==> src/inc/sfe_pkg.sv <==
// sfe_pkg: constants and types of the serial flash front end.
// assumes one 40 MHz core clock; pins arrive unsynchronised.
package sfe_pkg;

  // command opcodes
  localparam logic [7:0] SFE_OPC_PROG = 8'h02;
  localparam logic [7:0] SFE_OPC_READ = 8'h03;
  localparam logic [7:0] SFE_OPC_RDSR = 8'h05;
  localparam logic [7:0] SFE_OPC_ER4K = 8'h20;
  localparam logic [7:0] SFE_OPC_ER32K = 8'h52;
  localparam logic [7:0] SFE_OPC_ER64K = 8'hd8;
  localparam logic [7:0] SFE_OPC_ERCHIP = 8'hc7;
  localparam logic [7:0] SFE_OPC_RDID = 8'h9f;
  localparam logic [7:0] SFE_OPC_PROT = 8'h36;
  localparam logic [7:0] SFE_OPC_UNPROT = 8'h39;
  localparam logic [7:0] SFE_OPC_GPROT = 8'h3c;
  localparam logic [7:0] SFE_OPC_GUNPROT = 8'h3d;

  // array geometry
  localparam int SFE_ADDR_W = 24;
  localparam int SFE_PAGE_BYTES = 256;
  localparam int SFE_SECTORS = 64;
  localparam int SFE_SECT_LSB = 16;
  localparam logic [1:0] SFE_ADDR_LAST = 2'h2;
  localparam logic [1:0] SFE_ADDR_FULL = 2'h3;
  localparam logic [8:0] SFE_PAGE_CNT = 9'h100;

  // status byte bit positions
  localparam int SFE_ST_BUSY = 0;
  localparam int SFE_ST_FAIL = 1;
  localparam int SFE_ST_WPN = 2;
  localparam int SFE_ST_ALLPROT = 3;

  // read data latency, core cycles after rd_req, and index of the last identity byte
  localparam logic [1:0] SFE_RD_LAT = 2'h2;
  localparam logic [1:0] SFE_ID_LAST = 2'h2;

  typedef enum logic [2:0] {
    SFE_PH_IDLE = 3'b000,
    SFE_PH_CMD  = 3'b001,
    SFE_PH_ADDR = 3'b010,
    SFE_PH_DATA = 3'b011,
    SFE_PH_OUT  = 3'b100,
    SFE_PH_HOLD = 3'b101,
    SFE_PH_SKIP = 3'b110
  } sfe_phase_t;

  typedef enum logic [2:0] {
    SFE_OP_PROG   = 3'b000,
    SFE_OP_ER4K   = 3'b001,
    SFE_OP_ER32K  = 3'b010,
    SFE_OP_ER64K  = 3'b011,
    SFE_OP_ERCHIP = 3'b100
  } sfe_op_kind_t;

  typedef struct packed {
    sfe_op_kind_t kind;
    logic [SFE_ADDR_W-1:0] addr;
    logic [8:0] count;
  } sfe_op_t;

  typedef struct packed {
    logic cs_n;
    logic sck;
    logic si;
    logic wp_n;
  } sfe_pins_t;

  typedef struct packed {
    sfe_pins_t s1;
    sfe_pins_t s2;
    logic sck_prev;
    logic cs_prev;
    sfe_phase_t phase;
    logic [2:0] bcnt;
    logic [7:0] sh;
    logic [7:0] opc;
    logic [SFE_ADDR_W-1:0] addr;
    logic [1:0] acnt;
    logic [1:0] idx;
    logic [1:0] ld;
    logic [7:0] obyte;
    logic so;
    logic so_oe;
    logic [SFE_SECTORS-1:0] prot;
    logic fail;
    logic standby;
    logic op_start;
    sfe_op_t op;
    logic rd_req;
    logic [SFE_ADDR_W-1:0] rd_addr;
    logic [8:0] wcnt;
    logic bw;
    logic [7:0] bwa;
    logic [7:0] bwd;
  } sfe_st_t;

  // undriven write protect reads high, like the pad pull-up
  localparam sfe_pins_t SFE_PINS_RST = '{cs_n: 1'b1, sck: 1'b0,
                                         si: 1'b0, wp_n: 1'b1};
  localparam sfe_op_t SFE_OP_RST = '{kind: SFE_OP_PROG,
                                     addr: 24'h000000, count: 9'h000};
  // all sectors come up protected
  localparam sfe_st_t SFE_ST_RST = '{s1: SFE_PINS_RST, s2: SFE_PINS_RST,
                                     cs_prev: 1'b1, phase: SFE_PH_IDLE,
                                     prot: {SFE_SECTORS{1'b1}},
                                     standby: 1'b1, op: SFE_OP_RST,
                                     default: '0};

endpackage : sfe_pkg

==> src/verilog/sfe_page_buf.sv <==
// sfe_page_buf: page buffer for program data, registered read.
// assumes one write port driven by the front end, read by the array.
`timescale 1ns/1ps
module sfe_page_buf #(
  parameter int WIDTH = 8,
  parameter int DEPTH = 256
) (
  input wire logic clk,
  input wire logic we,
  input wire logic [$clog2(DEPTH)-1:0] waddr,
  input wire logic [WIDTH-1:0] wdata,
  input wire logic [$clog2(DEPTH)-1:0] raddr,
  output logic [WIDTH-1:0] rdata_q
);

  logic [WIDTH-1:0] mem [DEPTH];

  // address wrap within the page relies on a power of two depth
  if (DEPTH < 2 || (DEPTH & (DEPTH - 1)) != 0 || WIDTH < 1) begin : g_chk
    $error("sfe_page_buf: DEPTH must be a power of two");
  end

  always_ff @(posedge clk) begin
    if (we) begin
      mem[waddr] <= wdata;
    end
    rdata_q <= mem[raddr];
  end

endmodule : sfe_page_buf

==> src/verilog/sfe_spi_front.sv <==
// sfe_spi_front: spi slave front end of a serial flash device.
// assumes an array engine on clk that runs program and erase jobs,
// answers reads two cycles after rd_req and reads the page buffer.
// Behaviour
// - select falling edge starts new command
// - select rising edge ends current command
// - serial output released while deselected
// - deselect gives standby, never deep power-down
// - serial input ignored while deselected
// - busy array keeps device out of standby
// - input bits sampled on clock rising edge
// - output changes only on clock falling edge
// - works with clock modes 0 and 3
// - write protect low locks protected sectors
// - undriven write protect counts as high
// - program one to 256 bytes per page
// - erase 4K, 32K, 64K blocks and chip
// - sixty-four 64K sectors for protection
// - protected sector refuses program and erase
// - global protect and unprotect of all sectors
// - failures stick in a readable status bit
// - identity bytes returned on identify command
`timescale 1ns/1ps
module sfe_spi_front
  import sfe_pkg::*;
#(
  parameter logic [7:0] MFR_ID = 8'h5a,  // arbitrary value
  parameter logic [7:0] DEV_ID1 = 8'h11,  // arbitrary value
  parameter logic [7:0] DEV_ID2 = 8'h22  // arbitrary value
) (
  input wire logic clk,
  input wire logic rst_n,
  input wire logic cs_n,
  input wire logic sck,
  input wire logic si,
  input wire logic wp_n,
  output logic so,
  output logic so_oe,
  output logic standby,
  output logic op_start,
  output sfe_op_t op,
  input wire logic [7:0] buf_raddr,
  output logic [7:0] buf_rdata,
  output logic rd_req,
  output logic [SFE_ADDR_W-1:0] rd_addr,
  input wire logic [7:0] rd_data,
  input wire logic arr_busy,
  input wire logic arr_fail
);

  sfe_st_t st_q;
  sfe_st_t st_d;
  logic sck_rise;
  logic sck_fall;
  logic cs_fall;
  logic cs_rise;
  logic [7:0] byte_in;
  logic [5:0] sect;
  logic [7:0] status;
  logic [7:0] id_byte;

  ////////////////////////////////////////////////////////////////////////
  // edges of the synchronised pins
  // edge based, idle level of sck is irrelevant
  assign sck_rise = st_q.s2.sck & ~st_q.sck_prev;
  assign sck_fall = ~st_q.s2.sck & st_q.sck_prev;
  assign cs_fall = st_q.cs_prev & ~st_q.s2.cs_n;
  assign cs_rise = ~st_q.cs_prev & st_q.s2.cs_n;
  assign byte_in = {st_q.sh[6:0], st_q.s2.si};
  // sector number from the upper address bits
  assign sect = st_q.addr[SFE_SECT_LSB +: 6];

  always_comb begin
    status = 8'h00;
    status[SFE_ST_BUSY] = arr_busy;
    status[SFE_ST_FAIL] = st_q.fail;
    status[SFE_ST_WPN] = st_q.s2.wp_n;
    status[SFE_ST_ALLPROT] = &st_q.prot;
    case (st_q.idx)
      2'h0: id_byte = MFR_ID;
      2'h1: id_byte = DEV_ID1;
      2'h2: id_byte = DEV_ID2;
      default: id_byte = 8'h00;
    endcase
  end

  ////////////////////////////////////////////////////////////////////////
  // next state
  always_comb begin
    st_d = st_q;
    st_d.op_start = 1'b0;
    st_d.rd_req = 1'b0;
    st_d.bw = 1'b0;
    st_d.s1 = '{cs_n: cs_n, sck: sck, si: si, wp_n: wp_n};
    st_d.s2 = st_q.s1;
    st_d.sck_prev = st_q.s2.sck;
    st_d.cs_prev = st_q.s2.cs_n;
    // standby only when deselected and the array is idle
    // the closing edge may commit a job, so it never counts as idle
    st_d.standby = st_q.s2.cs_n & ~cs_rise & ~arr_busy & ~st_q.op_start;
    if (st_q.ld == 2'h1) begin
      st_d.obyte = rd_data;
    end
    if (st_q.ld != 2'h0) begin
      st_d.ld = st_q.ld - 2'h1;
    end
    if (cs_fall) begin
      st_d.phase = SFE_PH_CMD;
      st_d.bcnt = 3'h0;
      st_d.acnt = 2'h0;
      st_d.wcnt = 9'h000;
      st_d.idx = 2'h0;
    end else if (cs_rise && st_q.bcnt == 3'h0) begin
      // commit on the closing edge, only on a byte boundary
      case (st_q.phase)
        SFE_PH_DATA: begin
          // program needs an open sector and data
          if (st_q.wcnt != 9'h000 && !st_q.prot[sect] && !arr_busy) begin
            st_d.op_start = 1'b1;
            st_d.op = '{kind: SFE_OP_PROG, addr: st_q.addr,
                        count: st_q.wcnt};
            st_d.fail = 1'b0;
          end
        end
        SFE_PH_HOLD: begin
          case (st_q.opc)
            SFE_OPC_ER4K, SFE_OPC_ER32K, SFE_OPC_ER64K: begin
              // block erase in an open sector
              if (st_q.acnt == SFE_ADDR_FULL && !st_q.prot[sect]) begin
                st_d.op_start = 1'b1;
                st_d.fail = 1'b0;
                st_d.op.addr = st_q.addr;
                st_d.op.count = 9'h000;
                st_d.op.kind = (st_q.opc == SFE_OPC_ER4K) ? SFE_OP_ER4K :
                  (st_q.opc == SFE_OPC_ER32K) ? SFE_OP_ER32K : SFE_OP_ER64K;
              end
            end
            SFE_OPC_ERCHIP: begin
              // chip erase only with nothing protected
              if (st_q.prot == '0) begin
                st_d.op_start = 1'b1;
                st_d.fail = 1'b0;
                st_d.op = '{kind: SFE_OP_ERCHIP, addr: 24'h000000,
                            count: 9'h000};
              end
            end
            SFE_OPC_PROT: begin
              if (st_q.acnt == SFE_ADDR_FULL) begin
                st_d.prot[sect] = 1'b1;
              end
            end
            SFE_OPC_UNPROT: begin
              // locked while write protect is low
              if (st_q.acnt == SFE_ADDR_FULL && st_q.s2.wp_n) begin
                st_d.prot[sect] = 1'b0;
              end
            end
            SFE_OPC_GPROT: begin
              st_d.prot = {SFE_SECTORS{1'b1}};
            end
            SFE_OPC_GUNPROT: begin
              // global unprotect also honours the lock
              if (st_q.s2.wp_n) begin
                st_d.prot = '0;
              end
            end
            default: begin
            end
          endcase
        end
        default: begin
        end
      endcase
    end else if (!st_q.s2.cs_n && sck_rise) begin
      st_d.sh = byte_in;
      st_d.bcnt = st_q.bcnt + 3'h1;
      if (st_q.bcnt == 3'h7) begin
        case (st_q.phase)
          SFE_PH_CMD: begin
            st_d.opc = byte_in;
            if (arr_busy && byte_in != SFE_OPC_RDSR) begin
              // array busy, only status may be read
              st_d.phase = SFE_PH_SKIP;
            end else begin
              case (byte_in)
                SFE_OPC_READ, SFE_OPC_PROG, SFE_OPC_ER4K,
                SFE_OPC_ER32K, SFE_OPC_ER64K, SFE_OPC_PROT,
                SFE_OPC_UNPROT: begin
                  st_d.phase = SFE_PH_ADDR;
                end
                SFE_OPC_RDSR: begin
                  st_d.phase = SFE_PH_OUT;
                  st_d.obyte = status;
                end
                SFE_OPC_RDID: begin
                  st_d.phase = SFE_PH_OUT;
                  st_d.obyte = id_byte;
                  st_d.idx = st_q.idx + 2'h1;
                end
                SFE_OPC_ERCHIP, SFE_OPC_GPROT, SFE_OPC_GUNPROT: begin
                  st_d.phase = SFE_PH_HOLD;
                end
                default: begin
                  st_d.phase = SFE_PH_SKIP;
                end
              endcase
            end
          end
          SFE_PH_ADDR: begin
            st_d.addr = {st_q.addr[15:0], byte_in};
            st_d.acnt = st_q.acnt + 2'h1;
            if (st_q.acnt == SFE_ADDR_LAST) begin
              if (st_q.opc == SFE_OPC_READ) begin
                st_d.phase = SFE_PH_OUT;
                st_d.rd_req = 1'b1;
                st_d.rd_addr = {st_q.addr[15:0], byte_in};
                st_d.ld = SFE_RD_LAT;
              end else if (st_q.opc == SFE_OPC_PROG) begin
                st_d.phase = SFE_PH_DATA;
              end else begin
                st_d.phase = SFE_PH_HOLD;
              end
            end
          end
          SFE_PH_DATA: begin
            // bytes past a full page are dropped
            if (st_q.wcnt != SFE_PAGE_CNT) begin
              st_d.bw = 1'b1;
              st_d.bwa = st_q.addr[7:0] + st_q.wcnt[7:0];
              st_d.bwd = byte_in;
              st_d.wcnt = st_q.wcnt + 9'h001;
            end
          end
          SFE_PH_OUT: begin
            if (st_q.opc == SFE_OPC_READ) begin
              st_d.rd_req = 1'b1;
              st_d.rd_addr = st_q.rd_addr + 24'h000001;
              st_d.ld = SFE_RD_LAT;
            end else if (st_q.opc == SFE_OPC_RDSR) begin
              st_d.obyte = status;
            end else begin
              st_d.obyte = id_byte;
              if (st_q.idx <= SFE_ID_LAST) begin
                st_d.idx = st_q.idx + 2'h1;
              end
            end
          end
          SFE_PH_HOLD: begin
            // extra bytes abandon the pending command
            st_d.phase = SFE_PH_SKIP;
          end
          default: begin
          end
        endcase
      end
    end else if (!st_q.s2.cs_n && sck_fall && st_q.phase == SFE_PH_OUT) begin
      // drive the next bit on the falling edge
      st_d.so_oe = 1'b1;
      st_d.so = st_q.obyte[~st_q.bcnt];
    end
    if (st_q.s2.cs_n) begin
      st_d.phase = SFE_PH_IDLE;
      st_d.so_oe = 1'b0;
    end
    // failure set wins over the clear at job start
    if (arr_fail) begin
      st_d.fail = 1'b1;
    end
  end

  always_ff @(posedge clk or negedge rst_n) begin
    if (!rst_n) begin
      st_q <= SFE_ST_RST;
    end else begin
      st_q <= st_d;
    end
  end

  sfe_page_buf #(
    .WIDTH(8),
    .DEPTH(SFE_PAGE_BYTES)
  ) sfe_page_buf_inst (
    .clk(clk),
    .we(st_q.bw),
    .waddr(st_q.bwa),
    .wdata(st_q.bwd),
    .raddr(buf_raddr),
    .rdata_q(buf_rdata)
  );

  assign so = st_q.so;
  assign so_oe = st_q.so_oe;
  assign standby = st_q.standby;
  assign op_start = st_q.op_start;
  assign op = st_q.op;
  assign rd_req = st_q.rd_req;
  assign rd_addr = st_q.rd_addr;
endmodule : sfe_spi_front

==> config.mk <==
export PLATFORM = sky130hd
export DESIGN_NAME = sfe_spi_front
export DESIGN_NICKNAME = d
export VERILOG_FILES = /design/src/inc/sfe_pkg.sv /design/src/verilog/sfe_page_buf.sv /design/src/verilog/sfe_spi_front.sv
export SDC_FILE = /design/constraint.sdc
export NUM_CORES = 2
export LEC_CHECK = 0
export BUFFER_PORTS_ARGS = -buffer_cell sky130_fd_sc_hd__buf_2
export CELL_PAD_IN_SITES_DETAIL_PLACEMENT = 1
export CELL_PAD_IN_SITES_GLOBAL_PLACEMENT = 2
export CORE_MARGIN = 5
export CORE_UTILIZATION = 44
export DETAILED_ROUTE_END_ITERATION = 8
export GPL_TIMING_DRIVEN = 0
export PLACE_DENSITY_LB_ADDON = 0.3
export RECOVER_POWER = 100
export SLEW_MARGIN = 20
export SYNTH_ARGS = -nofsm -noshare
export SYNTH_HDL_FRONTEND = slang
export SYNTH_SLANG_ARGS = --single-unit
==> constraint.sdc <==
create_clock -name clk -period 3.9 [get_ports clk]
set_input_delay 0.39 -clock clk [delete_from_list [all_inputs] [get_ports clk]]
set_output_delay 0.39 -clock clk [all_outputs]
set_load 0.03 [all_outputs]
== Yosys cells after proc, flatten, opt, wreduce, memory -nomap -nowiden ==
Memories as Yosys holds them, arrays and structs flattened. A register that Yosys moved wholly into a read port is not among the register bits.
Cells that the tools add are included.

* Flip-flop bits (word level): 226
* Output and inout port bits: 73
* RAM bits: 2048
* Word-level logic and storage cells: 258
* Memories: 1
* Input port bits: 24

* Multiplexer cells: 76
* Magnitude comparators: 4
* Reductions and logical operators: 53
* $add $sub $neg: 7
* Bitwise logic cells: 21
* Eq/ne operators: 62

{| class="wikitable"
|+ Memory list
! name !! words !! width !! read ports !! clocked after memory_dff !! write ports !! RTL line !! RTL
|-
| sfe_page_buf_inst.mem || 256 || 8 || 1 || 1 || 1 || sfe_page_buf.sv:16 || <nowiki>logic [WIDTH-1:0] mem [DEPTH];</nowiki>
|}

{| class="wikitable"
|+ Operator list
! cell !! count
|-
| $mux W64 || 4
|-
| $pmux W64 S4 || 1
|-
| $mux W51 || 3
|-
| $mux W37 || 4
|-
| $pmux W37 S2 || 2
|-
| $mux W62 || 2
|-
| $eq A8 B6 Y1 const B || 10
|-
| $mux W26 || 3
|-
| $mux W77 || 1
|-
| $mux W25 || 3
|-
| $mux W65 || 1
|-
| $and A64 B64 Y64 || 1
|-
| $logic_not A64 Y1 || 1
|-
| $not A64 Y64 || 1
|-
| $or A64 B64 Y64 || 1
|-
| $reduce_and A64 Y1 || 1
|-
| $mux W60 || 1
|-
| $pmux W25 S2 || 1
|-
| $mux W46 || 1
|-
| $eq A8 B8 Y1 const B || 5
|-
| $mux W8 || 5
|-
| $eq A8 B2 Y1 const B || 4
|-
| $pmux W8 S2 || 2
|-
| $add A24 B1 Y24 const B || 1
|-
| 61 further kinds || 164
|}

== Logic depth before layout (Yosys ltp) ==
* Depth after elaboration: 12
* Gate-level depth with buffers: 13
* Depth with buffers taken out: 10

== Modules after synthesis ==
From an unflattened synthesis, not the netlist that was laid out.

* Cells, all modules: 5138
* Area, all modules: 92248.5 µm²

{| class="wikitable"
|+ Modules (own cells, without submodules)
! module !! seq. area each (µm²) !! instances !! cells each !! area each (µm²)
|-
| sfe_page_buf || 61659.1 || 1 || 3733 || 79556.3
|-
| sfe_spi_front || 5718.0 || 1 || 1405 || 12692.2
|}

== Worst setup path before layout ==
No wires, ideal clock.

* Kind: reg-to-reg
* Start point: register st_q[0] (netlist name)
* End point: memory sfe_page_buf_inst.mem[0][0], data pin
* Setup slack: -0.087 ns
* Arrival: 3.183 ns
* Required time: 3.096 ns
* Buffers on the path: 0
* Period minus slack after synthesis: 3.987 ns
* Cell stages (with the launch flop): 1
* Library setup time: 0.804 ns
* Cells stage by stage: dfrtp_1

{| class="wikitable"
|+ RTL lines
! what !! RTL line !! RTL
|-
| from (decl) || sfe_spi_front.sv:51 || <nowiki>sfe_st_t st_q;</nowiki>
|-
| from (signal assigned) || sfe_spi_front.sv:275 || <nowiki>st_q <= st_d;</nowiki>
|-
| to (decl) || sfe_page_buf.sv:16 ||
|}

Straight into the memory's write port.

==> flow_summary.toml <==
[yosys]
ys_async_sr_fraction_pct = 9.86
synth_edf_count = 2048
netlist_area_sq_um = 92300
yosysWarnings = 0
synth_cells = 5237
syn_area_per_cell_sq_um = 17.6
ys_seq_elements = 2281
ys_dominant_reg_cell = "edfxtp_1"
ys_types = 78
synth_fp_nets = 5283
yosysSeqAreaShare_pct = 73.0

[final_layout]
nets = 5657
area_delta_synth_final_pct = 13.4
drive_above_1_share_pct = 20.4
final_core_util_pct = 50.0
final_cell_area_sq_um = 105000

[timing]
slew_headroom_pct = -99.3
final.min_clock_period_ns = 4.20
tightestPinTransition_ns = 2.99
hold_violations = 0
drv_slew = 814
rsz0062_at_grt = "yes"
post-route-period-util_pct = 108
worst_slack_ns = -0.295
final.setup.tns_ns = -0.854
fmaxAchievable_ghz = 0.238
setup_viol = 17
fin_skew_ns = 0.0702

[clocking]
cts_max_path_buffers = 3
cts_root_buffer = "clkbuf_16"
clock-sinks = 2281
tritoncts = "done"
clkTransAtPathRegs_ns = 0.06
h-tree-depth = 4
numCtsBuffers = 231
clk_latency_ns = 0.91

[critical_path]
path_max_fanout = 10
crit_chain = "buf_2 > buf_1 > clkbuf_2 > buf_16 > clkbuf_1 > mux4_2 > o211ai_1 > o2111ai_1 > nand4_1 > nor3_1"
crit_arrival_ns = 4.93
reg2reg_slack_ns = -0.02
crit_slowest_cell = "buf_1"
critPathKind = "primary input to register"
r2r_cells = 6
cpPeakStageDelay_ns = 0.91
startpoint_type = "primary input"
r2r-start = "st_q[10]"
reg2reg_to = "sfe_page_buf_inst.mem[214][1]"
worst_setup_path_end_kind = "register"
critPathRequiredTime_ns = 4.64

[power]
power_frac_comb_pct = 3.2
irDropWorstVdd_v = 0.000493
p_sw_share_pct = 21.6
intPower_w = 0.0396
power.switching_w = 0.0109
clock_power_share_pct = 44.6
p_per_area_nw_per_um2 = 482
seqPwrFrac_pct = 52.1
leakagePower_nw = 38.2

[grt]
grt_pass1_vias = 54800
antenna_found_initial = 12
grt-ovfl-total = 0
grt_usage_pct = 27.4
grt_max_degree = 94
grt_pass1_wl_um = 424000

[hold_path]
min_from = "cs_n"
hold_end = "st_d[221]"
hold_depth = 2
hold_class = "primary input to register"

[place]
numPortBuffers = 93
dpl_cell_area_sq_um = 97200
hpwl_um = 211000
dpl_worst_slack_ns = -1.36
place.gp.congestion = 0.967

[detailed_routing]
drt-total-wl_um = 302000
via_per_inst = 6.23
vias = 53700
wl_per_cell_um = 35.0
drc = 0
drtAntennaViolNets = 0
drtPass1Iterations = 6
first_iter_violations = 6454

[floorplanning]
pin_count = 97
fp.dieW_um = 468
die_y_um = 468
die-area_sq_um = 219000
core-area_sq_um = 209000
initial_core_util_pct = 44.1
row_count = 168

[outcome]
violations = "max-capacitance violations, max-slew violations, negative setup slack"
status = "complete, but fails checks"

[job]
drv_cap = 13
-- cells by family after synthesis --
family          share of synthesized area (%)
flops                                    73.0
simple gates                             5.60
compound gates                           5.12
mux                                      13.5
buf+inv                                  2.31
fa+ha+maj                               0.306
xor+xnor                                0.152
-- registers in the layout, indices dropped and copies added, names as in the netlist, 6 cells and up --
name                       cells
st_q                         140
sect                           6
st_d                           6
byte_in                        8
op                            36
sfe_page_buf_inst.rdata_q      8
rd_addr                       24
sfe_page_buf_inst.mem       2048
-- power groups by stage --
stage               clock network, W  registers [W]  logic [W]
detailed placement                 0         0.0268    0.00160
global route                  0.0239         0.0263    0.00167
global placement                   0         0.0268    0.00158
CTS                           0.0228         0.0263    0.00162
finish                        0.0225         0.0263    0.00163
floorplan                          0         0.0268   0.000800
-- cell type report --
cell class	count	area [sq um]
clock inverters	127	1350
well taps	2805	3510
repair buffers	142	978
inverters	59	221
diodes	4	10.0
fillers	19500	104000
plain buffers	381	1970
clock buffers	307	6350
multi-input cells	2515	22900
flip-flops and latches	2281	67400
-- metal layers --
metal / track usage [%] / vias up / part of all wire, %
li1: - / 21800 / -
met1: 37.3 / 28700 / 39
met2: 43.2 / 2686 / 47
met3: 5.75 / 571 / 8.6
met4: 12.0 / 6 / 5.1
met5: 0 / - / 0.011
-- synth_stat cells, drive strengths merged (4+ instances only) --
master      n  area (sq um)
a211oi      4          30.0
nor3b       6          45.0
a22o       14           123
o32ai       5          43.8
nor2b      57           357
a221o       4          40.0
clkbuf    190           713
o211ai     33           248
nand3     122           621
dfrtp     155          3880
nand3b      6          45.0
o22ai      53           332
mux2i     222          2220
o31ai      11          82.6
mux2       25           282
ha         21           263
xor2        9          78.8
buf       192          1200
xnor2       7          61.3
o21ai     130           651
and4        5          43.8
nor2      339          1270
nand4      62           388
a21oi     210          1050
a21o        4          30.0
a221oi     34           298
nor3       45           225
a22oi     111           833
nand2b     85           532
o2111ai    32           280
a32oi      17           149
inv        58           218
dfxtp       8           160
edfxtp   2048         61500
a31oi       8          50.1
mux4      441          9930
nor4b       4          35.0
o21bai     34           255
and3       39           244
nand2     198           743
or3b        4          35.0
dfstp      70          1840
and2        9          58.8
nor4       54           338
or3         9          56.3
-- stage by stage --
stage / instances / hold WS (ns) / power, W
after detailed placement: 8168 / 0.340 / 0.0284
after floorplan: 5237 / 0.0944 / 0.0276
final: 8621 / 0.169 / 0.0505
after global placement: 8135 / 0.339 / 0.0284
after global routing: 8617 / 0.142 / 0.0519
after CTS: 8617 / 0.0966 / 0.0507
-- worst max-delay path by stage --
stage          slack (ns)  cells after the start                       endpoint         start
2_1_floorplan        1.38                      8   sfe_page_buf_inst.rdata_q[0]  buf_raddr[1]
3_3_place_gp        -2.26                      1                        st_q[4]         rst_n
3_5_place_dp        -1.36                     11   sfe_page_buf_inst.rdata_q[0]  buf_raddr[1]
4_1_cts            -0.002                      6  sfe_page_buf_inst.mem[183][3]      st_q[10]
5_1_grt             -0.07                      3  sfe_page_buf_inst.mem[222][5]       st_q[5]
6_report            -0.30                     10   sfe_page_buf_inst.rdata_q[3]  buf_raddr[4]
-- what timing repair did --
action | in CTS | in global routing
endpoints found under the hold margin | 134 | 0
hold buffers | 15 | 0
setup endpoints to repair | 76 | 268
resized for setup | 23 | 38
pin swaps | 3 | 5
buffers inserted | 0 | 1
-- cells in the final DEF (no fill, tap or decap), drive strengths merged, types with 9 or more instances in the layout --
cell type	count
nand2b	85
o211ai	33
mux2i	222
dfrtp	155
o2111ai	32
nand3	122
mux4	441
a221oi	34
nor2	339
a21oi	210
mux2	25
and3	39
nand4	62
bufinv	21
nand2	198
nor2b	57
dlygate4sd3	15
nor3	45
or3	9
o21ai	130
ha	21
edfxtp	2048
dfstp	70
buf	215
a32oi	17
xor2	9
and2	9
o21bai	34
a22o	14
inv	67
o31ai	11
nor4	54
clkinv	93
a22oi	111
clkbuf	600
o22ai	53
-- critical path, delay by kind of cell --
family	cells	cell delay, ns
AO/OA/AOI/OAI	2	0.43
multiplexers	1	0.35
AND/OR/NAND/NOR	2	1.36
buffers and inverters	5	2.36
Power figures use the tool's default switching activity.
